--- config.mk ---
export PLATFORM = sky130hd
export DESIGN_NAME = wtr_top
export DESIGN_NICKNAME = d
export VERILOG_FILES = /design/src/verilog/wtr_pkg.sv /design/src/verilog/wtr_prescaler.sv /design/src/verilog/wtr_top.sv
export VERILOG_INCLUDE_DIRS = /design/src /design/src/verilog
export SDC_FILE = /design/constraint.sdc
export NUM_CORES = 1
export LEC_CHECK = 0
export BUFFER_PORTS_ARGS = -buffer_cell sky130_fd_sc_hd__buf_4
export CORE_MARGIN = 5
export CORE_UTILIZATION = 25
export CTS_BUF_LIST = sky130_fd_sc_hd__clkbuf_4 sky130_fd_sc_hd__clkbuf_8
export DETAILED_ROUTE_END_ITERATION = 8
export PLACE_DENSITY = 0.41
export SYNTH_ARGS = -nofsm -noshare
export SYNTH_HDL_FRONTEND = slang
export SYNTH_SLANG_ARGS = --single-unit
--- constraint.sdc ---
create_clock -name I_SYS_CLK -period 4 [get_ports I_SYS_CLK]
set_input_delay 0.2 -clock I_SYS_CLK [delete_from_list [all_inputs] [get_ports I_SYS_CLK]]
set_output_delay 0.2 -clock I_SYS_CLK [all_outputs]
set_load 0.05 [all_outputs]
--- src/verilog/wtr_regs.svh ---
/*
 * Register indexes, field positions, reset values and timing counts
 * of the wide counter. Assumes a 32-bit Avalon-MM bus; byte address = 4 * index.
 */
`ifndef WTR_REGS_SVH
`define WTR_REGS_SVH

// ****************************************
// Register indexes
// ****************************************
`define WTR_IDX_INTCTL   8'h0b
`define WTR_IDX_PFLAGS   8'h0c
`define WTR_IDX_CNT_LO   8'h0e
`define WTR_IDX_CNT_HI   8'h0f
`define WTR_IDX_CTRL     8'h10
`define WTR_IDX_PEN      8'h8c
`define WTR_IDX_IRQ_STAT 8'h20
`define WTR_IDX_IRQ_MASK 8'h21

// ****************************************
// Field positions
// ****************************************
`define WTR_CTRL_ON      0
`define WTR_CTRL_SRC     1
`define WTR_CTRL_SYNCB   2
`define WTR_CTRL_AOSC    3
`define WTR_CTRL_PS_LO   4
`define WTR_CTRL_PS_HI   5
`define WTR_CTRL_MASK    8'h3f
`define WTR_WRAP_BIT     0
`define WTR_IRQ_WRAP     0
`define WTR_IRQ_TRIG     1
`define WTR_IRQ_MASK_ALL 8'h03

// ****************************************
// Reset values and counts
// ****************************************
`define WTR_RST_BYTE     8'h00
`define WTR_CNT_ZERO     16'h0000
`define WTR_CNT_MAX      16'hffff
`define WTR_CMP_SPECIAL  4'hb
`define WTR_INSTR_DIV    4

`endif

--- src/verilog/wtr_pkg.sv ---
/*
 * Types shared by the wide counter design files.
 * Assumes wtr_regs.svh supplies the numeric constants.
 */
package wtr_pkg;

  // Prescale ratio encodings of the control register
  typedef enum logic [1:0] {
    WTR_PS_1 = 2'h0,
    WTR_PS_2 = 2'h1,
    WTR_PS_4 = 2'h2,
    WTR_PS_8 = 2'h3
  } wtr_prescale_t;

  // External input arming states
  typedef enum logic [2:0] {
    WTR_EXT_IDLE  = 3'h1,
    WTR_EXT_WAIT  = 3'h2,
    WTR_EXT_ARMED = 3'h4
  } wtr_ext_state_t;

endpackage : wtr_pkg

--- src/verilog/wtr_prescaler.sv ---
/*
 * Prescaler of the wide counter: passes every 1st, 2nd, 4th or 8th tick.
 * Assumes ticks are one-cycle pulses on the same clock.
 */
`timescale 1ns/1ps
`default_nettype none

module wtr_prescaler
  import wtr_pkg::*;
#(
  parameter int DIV_W = 3
) (
  input  wire logic          i_clk,    // Core clock
  input  wire logic          i_arst_n, // Async reset, low
  input  wire logic          i_clear,  // Clear internal count
  input  wire logic          i_tick,   // Input tick pulse
  input  wire wtr_prescale_t i_sel,    // Division select
  output logic               o_tick    // Divided tick pulse
);

  logic [DIV_W-1:0] cnt_q;
  logic [DIV_W-1:0] cnt_d;
  logic [DIV_W-1:0] mask;

  if (DIV_W < 3) begin : g_chk
    $error("wtr_prescaler: DIV_W must be at least 3");
  end

  always_comb begin
    mask   = DIV_W'((1 << i_sel) - 1);
    o_tick = i_tick && ((cnt_q & mask) == mask);
    cnt_d  = cnt_q;
    if (i_clear) begin
      cnt_d = '0;
    end else if (i_tick) begin
      cnt_d = cnt_q + 1'b1;
    end
  end

  always_ff @(posedge i_clk or negedge i_arst_n) begin
    if (!i_arst_n) begin
      cnt_q <= '0;
    end else begin
      cnt_q <= cnt_d;
    end
  end

endmodule : wtr_prescaler

`default_nettype wire

--- src/verilog/wtr_top.sv ---
/*
 * Wide 16-bit timer/counter with prescaler, compare-driven clearing,
 * Avalon-MM register slave and a masked interrupt.
 * Assumes the compare units present mode and value on the core clock and
 * that the external count pins are asynchronous to it.
 */
// What this block does
// - Count wraps FFFFh to 0000h, sets flag
// - Prescale field divides by 1, 2, 4, 8
// - Source bit picks instruction clock or pin
// - External counting waits for first falling edge
// - Special compare mode 1011 clears the count
// - Compare clear never sets the wrap flag
// - Count byte write beats a same-cycle clear
// - Compare value is the last count, period is value + 1 ticks
// - Count bytes survive every reset
// - Control register resets to 00h
// - Count byte writes clear the prescaler
// - Count bytes and control at 0Eh-10h
`timescale 1ns/1ps
`default_nettype none
`include "wtr_regs.svh"

module wtr_top
  import wtr_pkg::*;
#(
  parameter int CNT_W = 16
) (
  input  wire logic        I_SYS_CLK,          // 40 MHz core clock
  input  wire logic        I_ARST_N,           // Power-on/brown-out reset
  input  wire logic [9:0]  I_AVS_ADDRESS,      // Byte address
  input  wire logic        I_AVS_READ,         // Read request
  input  wire logic        I_AVS_WRITE,        // Write request
  input  wire logic [31:0] I_AVS_WRITEDATA,    // Write data
  input  wire logic [3:0]  I_AVS_BYTEENABLE,   // Byte lanes
  output logic [31:0]      O_AVS_READDATA,     // Read data
  output logic             O_AVS_WAITREQUEST,  // Stall
  input  wire logic        I_EXT_CLK,          // External count pin
  input  wire logic        I_AUX_CLK,          // Aux oscillator output
  input  wire logic [3:0]  I_CMP1_MODE,        // Unit one mode
  input  wire logic [15:0] I_CMP1_VALUE,       // Unit one value pair
  input  wire logic [3:0]  I_CMP2_MODE,        // Unit two mode
  input  wire logic [15:0] I_CMP2_VALUE,       // Unit two value pair
  output logic [15:0]      O_COUNT,            // Current count
  output logic             O_AUX_OSC_EN,       // Aux oscillator enable
  output logic             O_WRAP_REQ,         // Wrap request level
  output logic             O_IRQ               // Interrupt level
);

  if (CNT_W != 16) begin : g_chk
    $error("wtr_top: only a 16-bit count is supported");
  end

  // ****************************************
  // Bus slave
  // ****************************************
  logic       ack_q;
  logic       ack_d;
  logic [7:0] idx;
  logic       wr_go;
  logic       rd_load;
  logic [7:0] wbyte;
  logic [31:0] rdata_q;
  logic [31:0] rdata_d;

  // One wait cycle: data is looked up in the first cycle, served in the second
  always_comb begin
    idx     = I_AVS_ADDRESS[9:2];
    wbyte   = I_AVS_BYTEENABLE[0] ? I_AVS_WRITEDATA[7:0] : 8'h00;
    ack_d   = (I_AVS_READ || I_AVS_WRITE) && !ack_q;
    wr_go   = I_AVS_WRITE && ack_q && I_AVS_BYTEENABLE[0];
    rd_load = I_AVS_READ && !ack_q;
  end

  assign O_AVS_WAITREQUEST = (I_AVS_READ || I_AVS_WRITE) && !ack_q;
  assign O_AVS_READDATA    = rdata_q;

  // ****************************************
  // Register storage
  // ****************************************
  logic [7:0] ctrl_q;
  logic [7:0] ctrl_d;
  logic [7:0] intctl_q;
  logic [7:0] intctl_d;
  logic [7:0] pflags_q;
  logic [7:0] pflags_d;
  logic [7:0] pen_q;
  logic [7:0] pen_d;
  logic [7:0] istat_q;
  logic [7:0] istat_d;
  logic [7:0] imask_q;
  logic [7:0] imask_d;
  logic [15:0] count_q;
  logic [15:0] count_d;

  logic wr_lo;
  logic wr_hi;
  logic wrap_ev;
  logic trig;

  wtr_prescale_t ps_sel;
  logic          cnt_on;
  logic          src_ext;

  always_comb begin
    ps_sel  = wtr_prescale_t'(ctrl_q[`WTR_CTRL_PS_HI:`WTR_CTRL_PS_LO]);
    cnt_on  = ctrl_q[`WTR_CTRL_ON];
    src_ext = ctrl_q[`WTR_CTRL_SRC];
    wr_lo   = wr_go && (idx == `WTR_IDX_CNT_LO);
    wr_hi   = wr_go && (idx == `WTR_IDX_CNT_HI);
  end

  // ****************************************
  // Pin synchroniser and edge detect
  // ****************************************
  logic pin_mux;
  logic pin_s1_q;
  logic pin_s2_q;
  logic pin_s3_q;
  logic pin_rise;
  logic pin_fall;

  // Mux ahead of the synchroniser so only one async path is sampled
  assign pin_mux  = ctrl_q[`WTR_CTRL_AOSC] ? I_AUX_CLK : I_EXT_CLK;
  assign pin_rise = pin_s2_q && !pin_s3_q;
  assign pin_fall = !pin_s2_q && pin_s3_q;

  always_ff @(posedge I_SYS_CLK or negedge I_ARST_N) begin
    if (!I_ARST_N) begin
      pin_s1_q <= 1'b0;
      pin_s2_q <= 1'b0;
      pin_s3_q <= 1'b0;
    end else begin
      pin_s1_q <= pin_mux;
      pin_s2_q <= pin_s1_q;
      pin_s3_q <= pin_s2_q;
    end
  end

  // ****************************************
  // External arming and instruction clock
  // ****************************************
  localparam int ID_W = $clog2(`WTR_INSTR_DIV);
  localparam logic [ID_W-1:0] ID_LAST = ID_W'(`WTR_INSTR_DIV - 1);

  wtr_ext_state_t ext_q;
  wtr_ext_state_t ext_d;
  logic [ID_W-1:0] idiv_q;
  logic [ID_W-1:0] idiv_d;
  logic            instr_tick;
  logic            raw_tick;
  logic            ps_tick;

  always_comb begin
    idiv_d     = (idiv_q == ID_LAST) ? '0 : idiv_q + 1'b1;
    instr_tick = (idiv_q == ID_LAST);
    ext_d      = ext_q;
    // wait for a falling edge before counting
    case (ext_q)
      WTR_EXT_IDLE: begin
        if (cnt_on && src_ext) begin
          ext_d = WTR_EXT_WAIT;
        end
      end
      WTR_EXT_WAIT: begin
        if (!(cnt_on && src_ext)) begin
          ext_d = WTR_EXT_IDLE;
        end else if (pin_fall) begin
          ext_d = WTR_EXT_ARMED;
        end
      end
      WTR_EXT_ARMED: begin
        if (!(cnt_on && src_ext)) begin
          ext_d = WTR_EXT_IDLE;
        end
      end
      default: begin
        ext_d = WTR_EXT_IDLE;
      end
    endcase
    raw_tick = cnt_on && (src_ext ? ((ext_q == WTR_EXT_ARMED) && pin_rise) : instr_tick);
  end

  always_ff @(posedge I_SYS_CLK or negedge I_ARST_N) begin
    if (!I_ARST_N) begin
      ext_q  <= WTR_EXT_IDLE;
      idiv_q <= '0;
    end else begin
      ext_q  <= ext_d;
      idiv_q <= idiv_d;
    end
  end

  wtr_prescaler #(
    .DIV_W (3)
  ) u_prescaler (
    .i_clk    (I_SYS_CLK),
    .i_arst_n (I_ARST_N),
    .i_clear  (wr_lo || wr_hi),
    .i_tick   (raw_tick),
    .i_sel    (ps_sel),
    .o_tick   (ps_tick)
  );

  // ****************************************
  // Count
  // ****************************************
  logic match1;
  logic match2;

  always_comb begin
    match1  = (I_CMP1_MODE == `WTR_CMP_SPECIAL) && (count_q == I_CMP1_VALUE);
    match2  = (I_CMP2_MODE == `WTR_CMP_SPECIAL) && (count_q == I_CMP2_VALUE);
    trig    = (match1 || match2) && ps_tick;
    // a compare clear is no wrap
    wrap_ev = ps_tick && !trig && !wr_lo && !wr_hi && (count_q == `WTR_CNT_MAX);
    count_d = count_q;
    // processor write wins over the clear
    if (wr_lo || wr_hi) begin
      if (wr_lo) begin
        count_d[7:0] = wbyte;
      end
      if (wr_hi) begin
        count_d[15:8] = wbyte;
      end
    end else if (trig) begin
      // zero loaded on the match edge
      count_d = `WTR_CNT_ZERO;
    end else if (ps_tick) begin
      count_d = count_q + 16'h0001;
    end
  end

  // no reset term, the count survives every reset
  always_ff @(posedge I_SYS_CLK) begin
    count_q <= count_d;
  end

  assign O_COUNT = count_q;

  // ****************************************
  // Registers next state
  // ****************************************
  always_comb begin
    ctrl_d   = ctrl_q;
    intctl_d = intctl_q;
    pflags_d = pflags_q;
    pen_d    = pen_q;
    imask_d  = imask_q;
    istat_d  = istat_q;
    if (wr_go) begin
      case (idx)
        `WTR_IDX_CTRL:     ctrl_d   = wbyte & `WTR_CTRL_MASK;
        `WTR_IDX_INTCTL:   intctl_d = wbyte;
        `WTR_IDX_PFLAGS:   pflags_d = wbyte & (pflags_q | ~(8'h01 << `WTR_WRAP_BIT));
        `WTR_IDX_PEN:      pen_d    = wbyte;
        `WTR_IDX_IRQ_MASK: imask_d  = wbyte & `WTR_IRQ_MASK_ALL;
        `WTR_IDX_IRQ_STAT: istat_d  = istat_q & ~wbyte;
        default: begin
        end
      endcase
    end
    // hardware sets the wrap flag, set beats clear
    if (wrap_ev) begin
      pflags_d[`WTR_WRAP_BIT] = 1'b1;
      istat_d[`WTR_IRQ_WRAP]  = 1'b1;
    end
    if (trig) begin
      istat_d[`WTR_IRQ_TRIG] = 1'b1;
    end
  end

  // control loads 00h on power-on reset
  always_ff @(posedge I_SYS_CLK or negedge I_ARST_N) begin
    if (!I_ARST_N) begin
      ctrl_q   <= `WTR_RST_BYTE;
      intctl_q <= `WTR_RST_BYTE;
      pflags_q <= `WTR_RST_BYTE;
      pen_q    <= `WTR_RST_BYTE;
      istat_q  <= `WTR_RST_BYTE;
      imask_q  <= `WTR_RST_BYTE;
    end else begin
      ctrl_q   <= ctrl_d;
      intctl_q <= intctl_d;
      pflags_q <= pflags_d;
      pen_q    <= pen_d;
      istat_q  <= istat_d;
      imask_q  <= imask_d;
    end
  end

  // ****************************************
  // Read path and bus handshake
  // ****************************************
  always_comb begin
    rdata_d = rdata_q;
    if (rd_load) begin
      rdata_d = 32'h0000_0000;
      case (idx)
        `WTR_IDX_CNT_LO:   rdata_d[7:0] = count_q[7:0];
        `WTR_IDX_CNT_HI:   rdata_d[7:0] = count_q[15:8];
        `WTR_IDX_CTRL:     rdata_d[7:0] = ctrl_q;
        `WTR_IDX_INTCTL:   rdata_d[7:0] = intctl_q;
        `WTR_IDX_PFLAGS:   rdata_d[7:0] = pflags_q;
        `WTR_IDX_PEN:      rdata_d[7:0] = pen_q;
        `WTR_IDX_IRQ_STAT: rdata_d[7:0] = istat_q;
        `WTR_IDX_IRQ_MASK: rdata_d[7:0] = imask_q;
        default:           rdata_d[7:0] = 8'h00;
      endcase
    end
  end

  always_ff @(posedge I_SYS_CLK or negedge I_ARST_N) begin
    if (!I_ARST_N) begin
      ack_q   <= 1'b0;
      rdata_q <= 32'h0000_0000;
    end else begin
      ack_q   <= ack_d;
      rdata_q <= rdata_d;
    end
  end

  // ****************************************
  // Outputs
  // ****************************************
  assign O_AUX_OSC_EN = ctrl_q[`WTR_CTRL_AOSC];
  assign O_WRAP_REQ = pflags_q[`WTR_WRAP_BIT] && pen_q[`WTR_WRAP_BIT];
  assign O_IRQ      = |(istat_q & imask_q);

endmodule : wtr_top

`default_nettype wire

==> results summary, run 1 <==
The final global-route overflow total is 0. The worst hold path begins at I_AVS_WRITEDATA[3]. The endpoint arrival time on the critical path came out at 2.66 ns. The internal portion of total power is 1.24 mW. The required time of the critical path came out at 4.09 ns. For this design the top-level I/O count stands at 144. The global-route usage over all layers is 12.5%. The number of slew-limit violations in the final report is 0. The via density per instance came out at 4.64. In this run the register-to-register setup slack is 1.43 ns.

The number of placed instances, taps included, is 695. Before CTS, the worst setup slack after placement is 1.36 ns. The count of cells along the worst hold path is 2. The die area is 20600 um^2. The net switching power of the design came out at 0.428 mW. The power per cell area is 307 nW/um^2. The total half-perimeter wirelength after legalization and detailed placement is 9800 um. The cell count after synthesis came out at 403.

The number of standard-cell rows in the floorplan is 48. The total number of vias is 3302. The detailed-router iteration count before antenna repair is 4. Wires add up to 12800 um. Setup repair after global routing left no endpoint under its margin. By area the synthesized netlist is led by dfrtp_1, edfxtp_1, xor2_1, mux2_2, buf_4. The average instance area after synthesis is 11.1 um^2. In the synthesized netlist the async set-or-reset flop fraction comes to 78.9%.

The hold slack is 0.0594 ns. The number of antenna violations at the first check in global routing came out at 0. The logic gate share of total power is 11.3%. The maximum clock frequency is 389 MHz.

The first global-routing pass estimated 19600 um of wire. The setup total negative slack is 0 ns. TritonCTS built the clock tree. The maximum clock skew at final layout is 0.0134 ns. The final design utilization is 31.2%. The end point of the most critical hold path is istat_q[3]$_DFFE_PN0P_. The total power came out at 1.67 mW. The most frequent standard cell in the layout excluding fill and tap cells is buf_4.

Among all stages on the critical path, the largest delay is contributed by edfxtp_1. The maximum fanout along the worst path came out at 16. In this run the critical register-to-register path is launched from O_COUNT[0]$_DFFE_PP_. Gates resized during post-CTS repair numbered 0. The remaining routing DRC violations is 0.

The post-synthesis cell type count is 61. Max-cap violations in this run came to 0. Summed over all instances, the cell type with the most area after synthesis is dfrtp_1. The final layout net count is 577.

The critical path is of the register to register type. The final hold violation count was 0. The clock latency reported for the late side of the worst-skew pair is 0.36 ns. The sequential element share of the synthesized area came out at 44.4%. The number of antenna repair diodes came out at 0. Clock-pin slew was measured on the worst setup and hold paths at 0.09 ns. The dominant register cell in the synthesized netlist is dfrtp_1. In the layout the commonest cells are buf_4, dfrtp_1, xor2_1. The flow ran to the end, and the final reports show no timing, DRC or antenna violations. The congestion estimate from routability-driven global placement came to 0.755. The initial cell density of the core is 25.7%. The total area inside the core boundary comes to 17400 um^2.

The sequential share of power is 48.3%. The share of the synthesized area in the top cell type came out at 33.0%. The critical path goes through xor2_1, nor4_1, nand3_1, o22a_1, o21ai_4, o21ai_0. In this run the static leakage power is 2.42 nW.

In the finished design, the share of the clock period the worst path needs comes to 64.3%. The count of buffers from port buffering is 90. The switching part of the total power came out at 25.6%. The placed instances occupy a cell area of 5200 um^2.

STA classifies the critical path startpoint as a register. Dividing the detail-routed wire length by the instance count gives 18.0 um. The CTS buffer count came out at 9.

The minimum setup slack in the final design came out at 1.43 ns. The min-delay analysis places its worst path in the category input pin to register. The clock sink count came out at 76.

Entering global routing, the biggest net connects 61 pins. The area of all placed cells without fillers is 5440 um^2. The maximum number of buffers from clock root to sink is 2. The synthesis-stage register bit count is 76.

On the worst path, the slowest cell contributes a delay of 0.57 ns. Counting flops with a built-in enable in the synthesized netlist gives 16. The relative max-transition margin is 34.3%. The number of H-tree levels came out at 3. The cell area after technology mapping is 4470 um^2. The worst register-to-register path has a depth of 6. In this run, the number of DRC markers left after iteration 0 of detailed routing was 209.

The chip width is 144 um. The pin slew with the least headroom to its limit came out at 0.983 ns. The finished layout holds 712 standard cells, fillers aside. The fraction of final layout cells with drive strength greater than 1 is 32.0%. The root buffer cell chosen for the clock tree is clkbuf_8.

After clock tree synthesis, the setup repair step added 0 buffers. The vertical die dimension is 144 um. The worst-case IR drop observed on VDD is 115 uV.

The destination of the worst register-to-register timing path is O_COUNT[15]$_DFFE_PP_. After layout, the minimum clock period comes to 2.57 ns. The remaining antenna violation count after routing is 0. Yosys printed 0 warnings. The layout overhead on the synthesized area came out at 21.8%. The via count of the first global-routing pass was 3491. STA classifies the critical path endpoint as a register. The fraction of power consumed by the clock network is 40.4%. Setup violations remaining at the end of the flow were counted as 0.
[synth_stat cells (2+ instances only)]
library cell	count
o21ai_2	10
nor2_1	11
buf_4	26
o22ai_1	7
dfrtp_1	59
nor4_1	5
nand3b_1	2
nand3_1	15
a221o_1	2
a22oi_1	3
mux2i_1	15
xor2_1	41
mux2_2	26
a21boi_0	6
a22o_1	9
nand2b_1	2
buf_6	2
a21oi_1	6
and4b_1	2
a32oi_1	2
and3_1	8
nand4_1	6
and4_1	2
nor3_1	8
clkbuf_1	5
xnor2_1	8
o21ai_0	14
nand2_1	26
mux2_1	8
buf_1	2
edfxtp_1	16
buf_2	10
ha_1	3
and2_1	4
inv_1	6
[worst max-delay path by stage]
stage | start | end | slack [ns]
after CTS | O_COUNT[0]$_DFFE_PP_ | O_COUNT[6]$_DFFE_PP_ | 1.35
after detailed placement | O_COUNT[0]$_DFFE_PP_ | O_COUNT[6]$_DFFE_PP_ | 1.36
after floorplan | O_COUNT[13]$_DFFE_PP_ | O_COUNT[0]$_DFFE_PP_ | 1.74
after global placement | O_COUNT[7]$_DFFE_PP_ | O_COUNT[15]$_DFFE_PP_ | 1.41
after global routing | O_COUNT[0]$_DFFE_PP_ | O_COUNT[5]$_DFFE_PP_ | 1.26
final | O_COUNT[0]$_DFFE_PP_ | O_COUNT[15]$_DFFE_PP_ | 1.43
[layer usage]
layer / global-route usage (%) / vias to the layer above / share of wire, %
met1: 16.2 / 1639 / 45
met3: 3.23 / 14 / 4.4
met5: 0 / - / 0
met4: 3.07 / 0 / 1.2
li1: - / 1565 / -
met2: 21.0 / 84 / 49
[area by class of cell]
cell class | instances | area, um^2
fill | 1803 | 12000
multi-input combinational | 297 | 2230
sequential | 76 | 1980
timing repair buffer | 92 | 693
tap | 225 | 282
clock buffer | 11 | 145
clock inverter | 5 | 85.1
inverter | 6 | 22.5
[critical path, delay by kind of cell, from the launching register on]
| kind | cells | cell delay, ns |
|---|---|---|
| XOR/XNOR | 1 | 0.22 |
| AND/OR/NAND/NOR | 2 | 0.54 |
| flip-flops | 1 | 0.57 |
| AO/OA/AOI/OAI | 3 | 0.97 |
[cell families after synthesis]
logic type / synth area share [%]
AOI/OAI and AO/OA: 12.4
and+or+nand+nor: 13.1
other: 0.0839
adders and majority gates: 0.840
xor gates and xnor gates: 9.61
muxes: 11.9
DFF: 44.4
buffers and inverters: 7.64
[repair_timing]
item | in CTS | in global routing
hold buffers | 1 | 0
endpoints found under the hold margin | 59 | 0
setup endpoints to repair | 0 | 0
[sequential cells by signal, indices dropped and copies added, names as in the netlist]
register and flops:
O_AVS_READDATA 8, O_COUNT 16, ack_q 1, ctrl_q 6, ext_q 3, idiv_q 2, imask_q 2, intctl_q 8
istat_q 8, pen_q 8, pflags_q 8, pin_s1_q 1, pin_s2_q 1, pin_s3_q 1, u_prescaler.cnt_q 3
[power by group through the flow]
stage                     sequential [mW]  combinational, mW  clock, mW
final                               0.807              0.188      0.675
after global routing                0.809              0.205      0.737
after CTS                           0.807              0.191      0.712
after detailed placement            0.823              0.190          0
after global placement              0.823              0.187          0
after floorplan                     0.822              0.121          0
No activity file was read; power rests on OpenSTA's default activity.
==> run 2: changes to the inputs <==
--- a/config.mk
+++ b/config.mk
@@ -11,7 +11,7 @@
 export CORE_UTILIZATION = 25
 export CTS_BUF_LIST = sky130_fd_sc_hd__clkbuf_4 sky130_fd_sc_hd__clkbuf_8
 export DETAILED_ROUTE_END_ITERATION = 8
-export PLACE_DENSITY = 0.41
+export PLACE_DENSITY = 0.43
 export SYNTH_ARGS = -nofsm -noshare
 export SYNTH_HDL_FRONTEND = slang
 export SYNTH_SLANG_ARGS = --single-unit
==> constraint.sdc (replaced) <==
create_clock -name I_SYS_CLK -period 2.1 [get_ports I_SYS_CLK]
set_input_delay 0.105 -clock I_SYS_CLK [delete_from_list [all_inputs] [get_ports I_SYS_CLK]]
set_output_delay 0.105 -clock I_SYS_CLK [all_outputs]
set_load 0.05 [all_outputs]
==> run 2 against run 1 <==
  * Non-clock buffer count rose by 43
  * Flip-flop and latch count is the same
  * Clock-buffer cell count is 1 lower
  * Register-to-register slack got worse by 1.4 ns
  * Setup slack got worse by 1.4 ns
  * Largest cell class unchanged
  * Wire length up 4.2%
  * Global-route usage up 0.69 points
==> results summary, run 2 (synthesis results as in run 1) <==
The number of antenna repair diodes is 0 (unchanged). From synthesis to final layout, the design area changed by 29.3%. The placed instance count is 727 (+4.6%). The number of standard-cell rows in the floorplan came to 48 (unchanged). Setup repair after global routing could not meet its margin everywhere. The number of slew-limit violations in the final report came out at 0 (unchanged). The ratio of final minimum period to clock period is 97.3% (+33 points). The standard cell with the maximum stage delay on the critical path is edfxtp_1. The largest voltage drop on the vdd net came out at 325 uV (+180%). The final global-route overflow total came to 0 (unchanged).

The wire length of the first global-routing pass came out at 20700 um (+5.4%). The required time of the critical path is 2.21 ns (-1.88 ns). The via density per instance is 4.61 (-0.67%). The vertical die dimension came out at 144 um (unchanged). The final design utilization is 33.2% (+1.9 points).

The layout filler cell count is 1789 (-0.78%). The maximum clock skew at final layout came out at 0.0133 ns (-0.000117 ns). The time the worst path needs with I/O delays and setup was 2.04 ns (-0.530 ns).

The remaining antenna violation count after routing came out at 0 (unchanged). The endpoint arrival time on the critical path is 2.15 ns (-0.51 ns). The CTS buffer count was 9 (unchanged). The number of non-filler instances in the completed layout was 755 (+6.0%). The detailed-router iteration count before antenna repair is 4 (unchanged). The clock sink count is 76 (unchanged). The total I/O pin count came out at 144 (unchanged).

The minimum setup slack in the final design came out at 0.0565 ns (-1.37 ns). The final hold violation count came out at 0 (unchanged). The maximum number of pins on one net before global-route repair came to 61 (unchanged). The leakage power figure came out at 2.62 nW (+8.2%).

STA classifies the critical path startpoint as a register. The final weighted congestion in routability-driven placement was 0.834 (+10%). Walking the worst path, the cells encountered are xor2_1, nor4_1, nand3_1, o22a_2, o21ai_4, buf_12, o21ai_1. The library cell used most frequently in the layout, excluding fill and tap cells, is buf_4. The power per cell area came out at 530 nW/um^2 (+73%). The cell sitting at the root of the clock tree is a clkbuf_8.

The maximum fanout along the worst path was 16 (unchanged). In the layout the commonest cells are buf_4, dfrtp_1, xor2_1. STA classifies the critical path endpoint as a register. The global-route usage over all layers is 13.2% (+0.69 points). The clock-pin transition on the worst setup and hold timing paths is 0.08 ns (about the same). The critical path in this run is classified as register to register. The number of H-tree levels is 3 (unchanged). The fraction of final layout cells with drive strength greater than 1 is 36.6% (+4.6 points). The worst hold path belongs to the class input pin to register. The final layout net count came to 620 (+7.5%). TritonCTS built the clock tree. The via count of the first global-routing pass is 3706 (+6.2%).

The total number of vias is 3478 (+5.3%). The routed wirelength normalized by instance count came to 17.7 um (-1.8%). The pre-CTS setup slack came to -0.0712 ns (-1.43 ns).

The die area came to 20600 um^2 (unchanged). The overall routed net length is 13400 um (+4.2%). The pin slew with the least headroom to its limit came out at 0.792 ns (-0.191 ns). The clock latency reported for the late side of the worst-skew pair was 0.37 ns (about the same). The maximum clock frequency came out at 489 MHz (+26%). The delay of the slowest cell on the worst path was 0.48 ns (-0.09 ns). The total power came out at 3.06 mW (+83%). The DRC violation total after the first TritonRoute iteration is 221 (+5.7%). The count of buffers from port buffering is 90 (unchanged). The chip width is 144 um (unchanged). The maximum number of buffers from clock root to sink is 2 (unchanged). The core area is 17400 um^2 (unchanged). The initial cell density of the core came out at 25.7% (unchanged). The run finished with clean final reports. The setup-violating endpoint count in the final report is 0 (unchanged).

The number of antenna violations at the first check in global routing came out at 0 (unchanged). The total half-perimeter wirelength after legalization and detailed placement was 10500 um (+7.0%). The flip-flop count of the largest register after layout is 16 (unchanged).

The number of violations of the max-capacitance limit was 0 (unchanged). The relative max-transition margin was 47.2% (+13 points). The remaining routing DRC violations is 0 (unchanged).
-- run 2: changes by cell type in the layout (fill, tap and decap cells not counted), moves of 2 or more --
cell	previous run	this run
o21ai_0	14	8
clkinv_2	0	2
buf_4	91	124
nor4_2	1	3
nor4_1	5	3
dlygate4sd3_1	1	10
o21ai_1	0	6
-- run 2: what timing repair did --
| action | 4_1_cts | 5_1_grt |
|---|---|---|
| hold buffers | 10 | 0 |
| setup endpoints to repair | 16 | 18 |
| pin swaps | 3 | 0 |
| hold endpoints to repair | 72 | 0 |
| setup buffers | 2 | 0 |
| gates resized for setup | 3 | 7 |
-- run 2: layer usage --
metal	track usage (%)	wire length (um)
met1	16.3	5680
met5	0	0
met2	23.0	6930
met4	3.52	194
met3	3.36	575
-- run 2: power breakdown --
group	total, mW	internal [mW]	switching, mW	leakage, nW
clock	1.14	0.562	0.582	0.0996
combinational	0.382	0.142	0.239	1.58
sequential	1.54	1.52	0.0171	0.940
total	3.06	2.23	0.838	2.62
-- run 2: stage by stage --
stage          setup TNS [ns]  hold slack [ns]  instance area, um^2
2_1_floorplan           -1.27           -0.191                 4580
3_3_place_gp        -0.000317            0.228                 5450
3_5_place_dp           -0.431            0.244                 5450
4_1_cts                     0          0.00623                 5780
5_1_grt                -0.741          0.00468                 5780
6_report                    0           0.0386                 5780
-- run 2: worst paths after layout --
check	cells after the start	slack [ns]	endpoint	startpoint
min in group asynchronous	2	0.36	ext_q[1]$_DFFE_PN0P_	I_ARST_N
setup reg to reg	7	0.06	O_COUNT[3]$_DFFE_PP_	O_COUNT[6]$_DFFE_PP_
setup / recovery	7	0.06	O_COUNT[3]$_DFFE_PP_	O_COUNT[6]$_DFFE_PP_
hold / removal	2	0.04	intctl_q[0]$_DFFE_PN0P_	I_AVS_WRITEDATA[0]
max in group asynchronous	2	1.22	istat_q[2]$_DFFE_PN0P_	I_ARST_N
hold reg to reg	0	0.37	pin_s2_q$_DFF_PN0_	pin_s1_q$_DFF_PN0_
-- run 2: worst max-delay path: cells and delay by family, from the launching register on --
family	cells	cell delay (ns)
XOR/XNOR	1	0.19
flip-flops	1	0.48
buffers and inverters	1	0.17
AND/OR/NAND/NOR	2	0.43
AO/OA/AOI/OAI	3	0.50
-- run 2: layout make-up --
| type | count | area, um^2 | share of cell area [%] |
|---|---|---|---|
| repair buffers | 135 | 1050 | 18.2 |
| inverters | 6 | 22.5 | 0.390 |
| flip-flops and latches | 76 | 1980 | 34.3 |
| multi-input cells | 297 | 2240 | 38.8 |
| clock inverters | 6 | 65.1 | 1.13 |
| clock buffers | 10 | 131 | 2.27 |
| well taps | 225 | 282 | 4.87 |
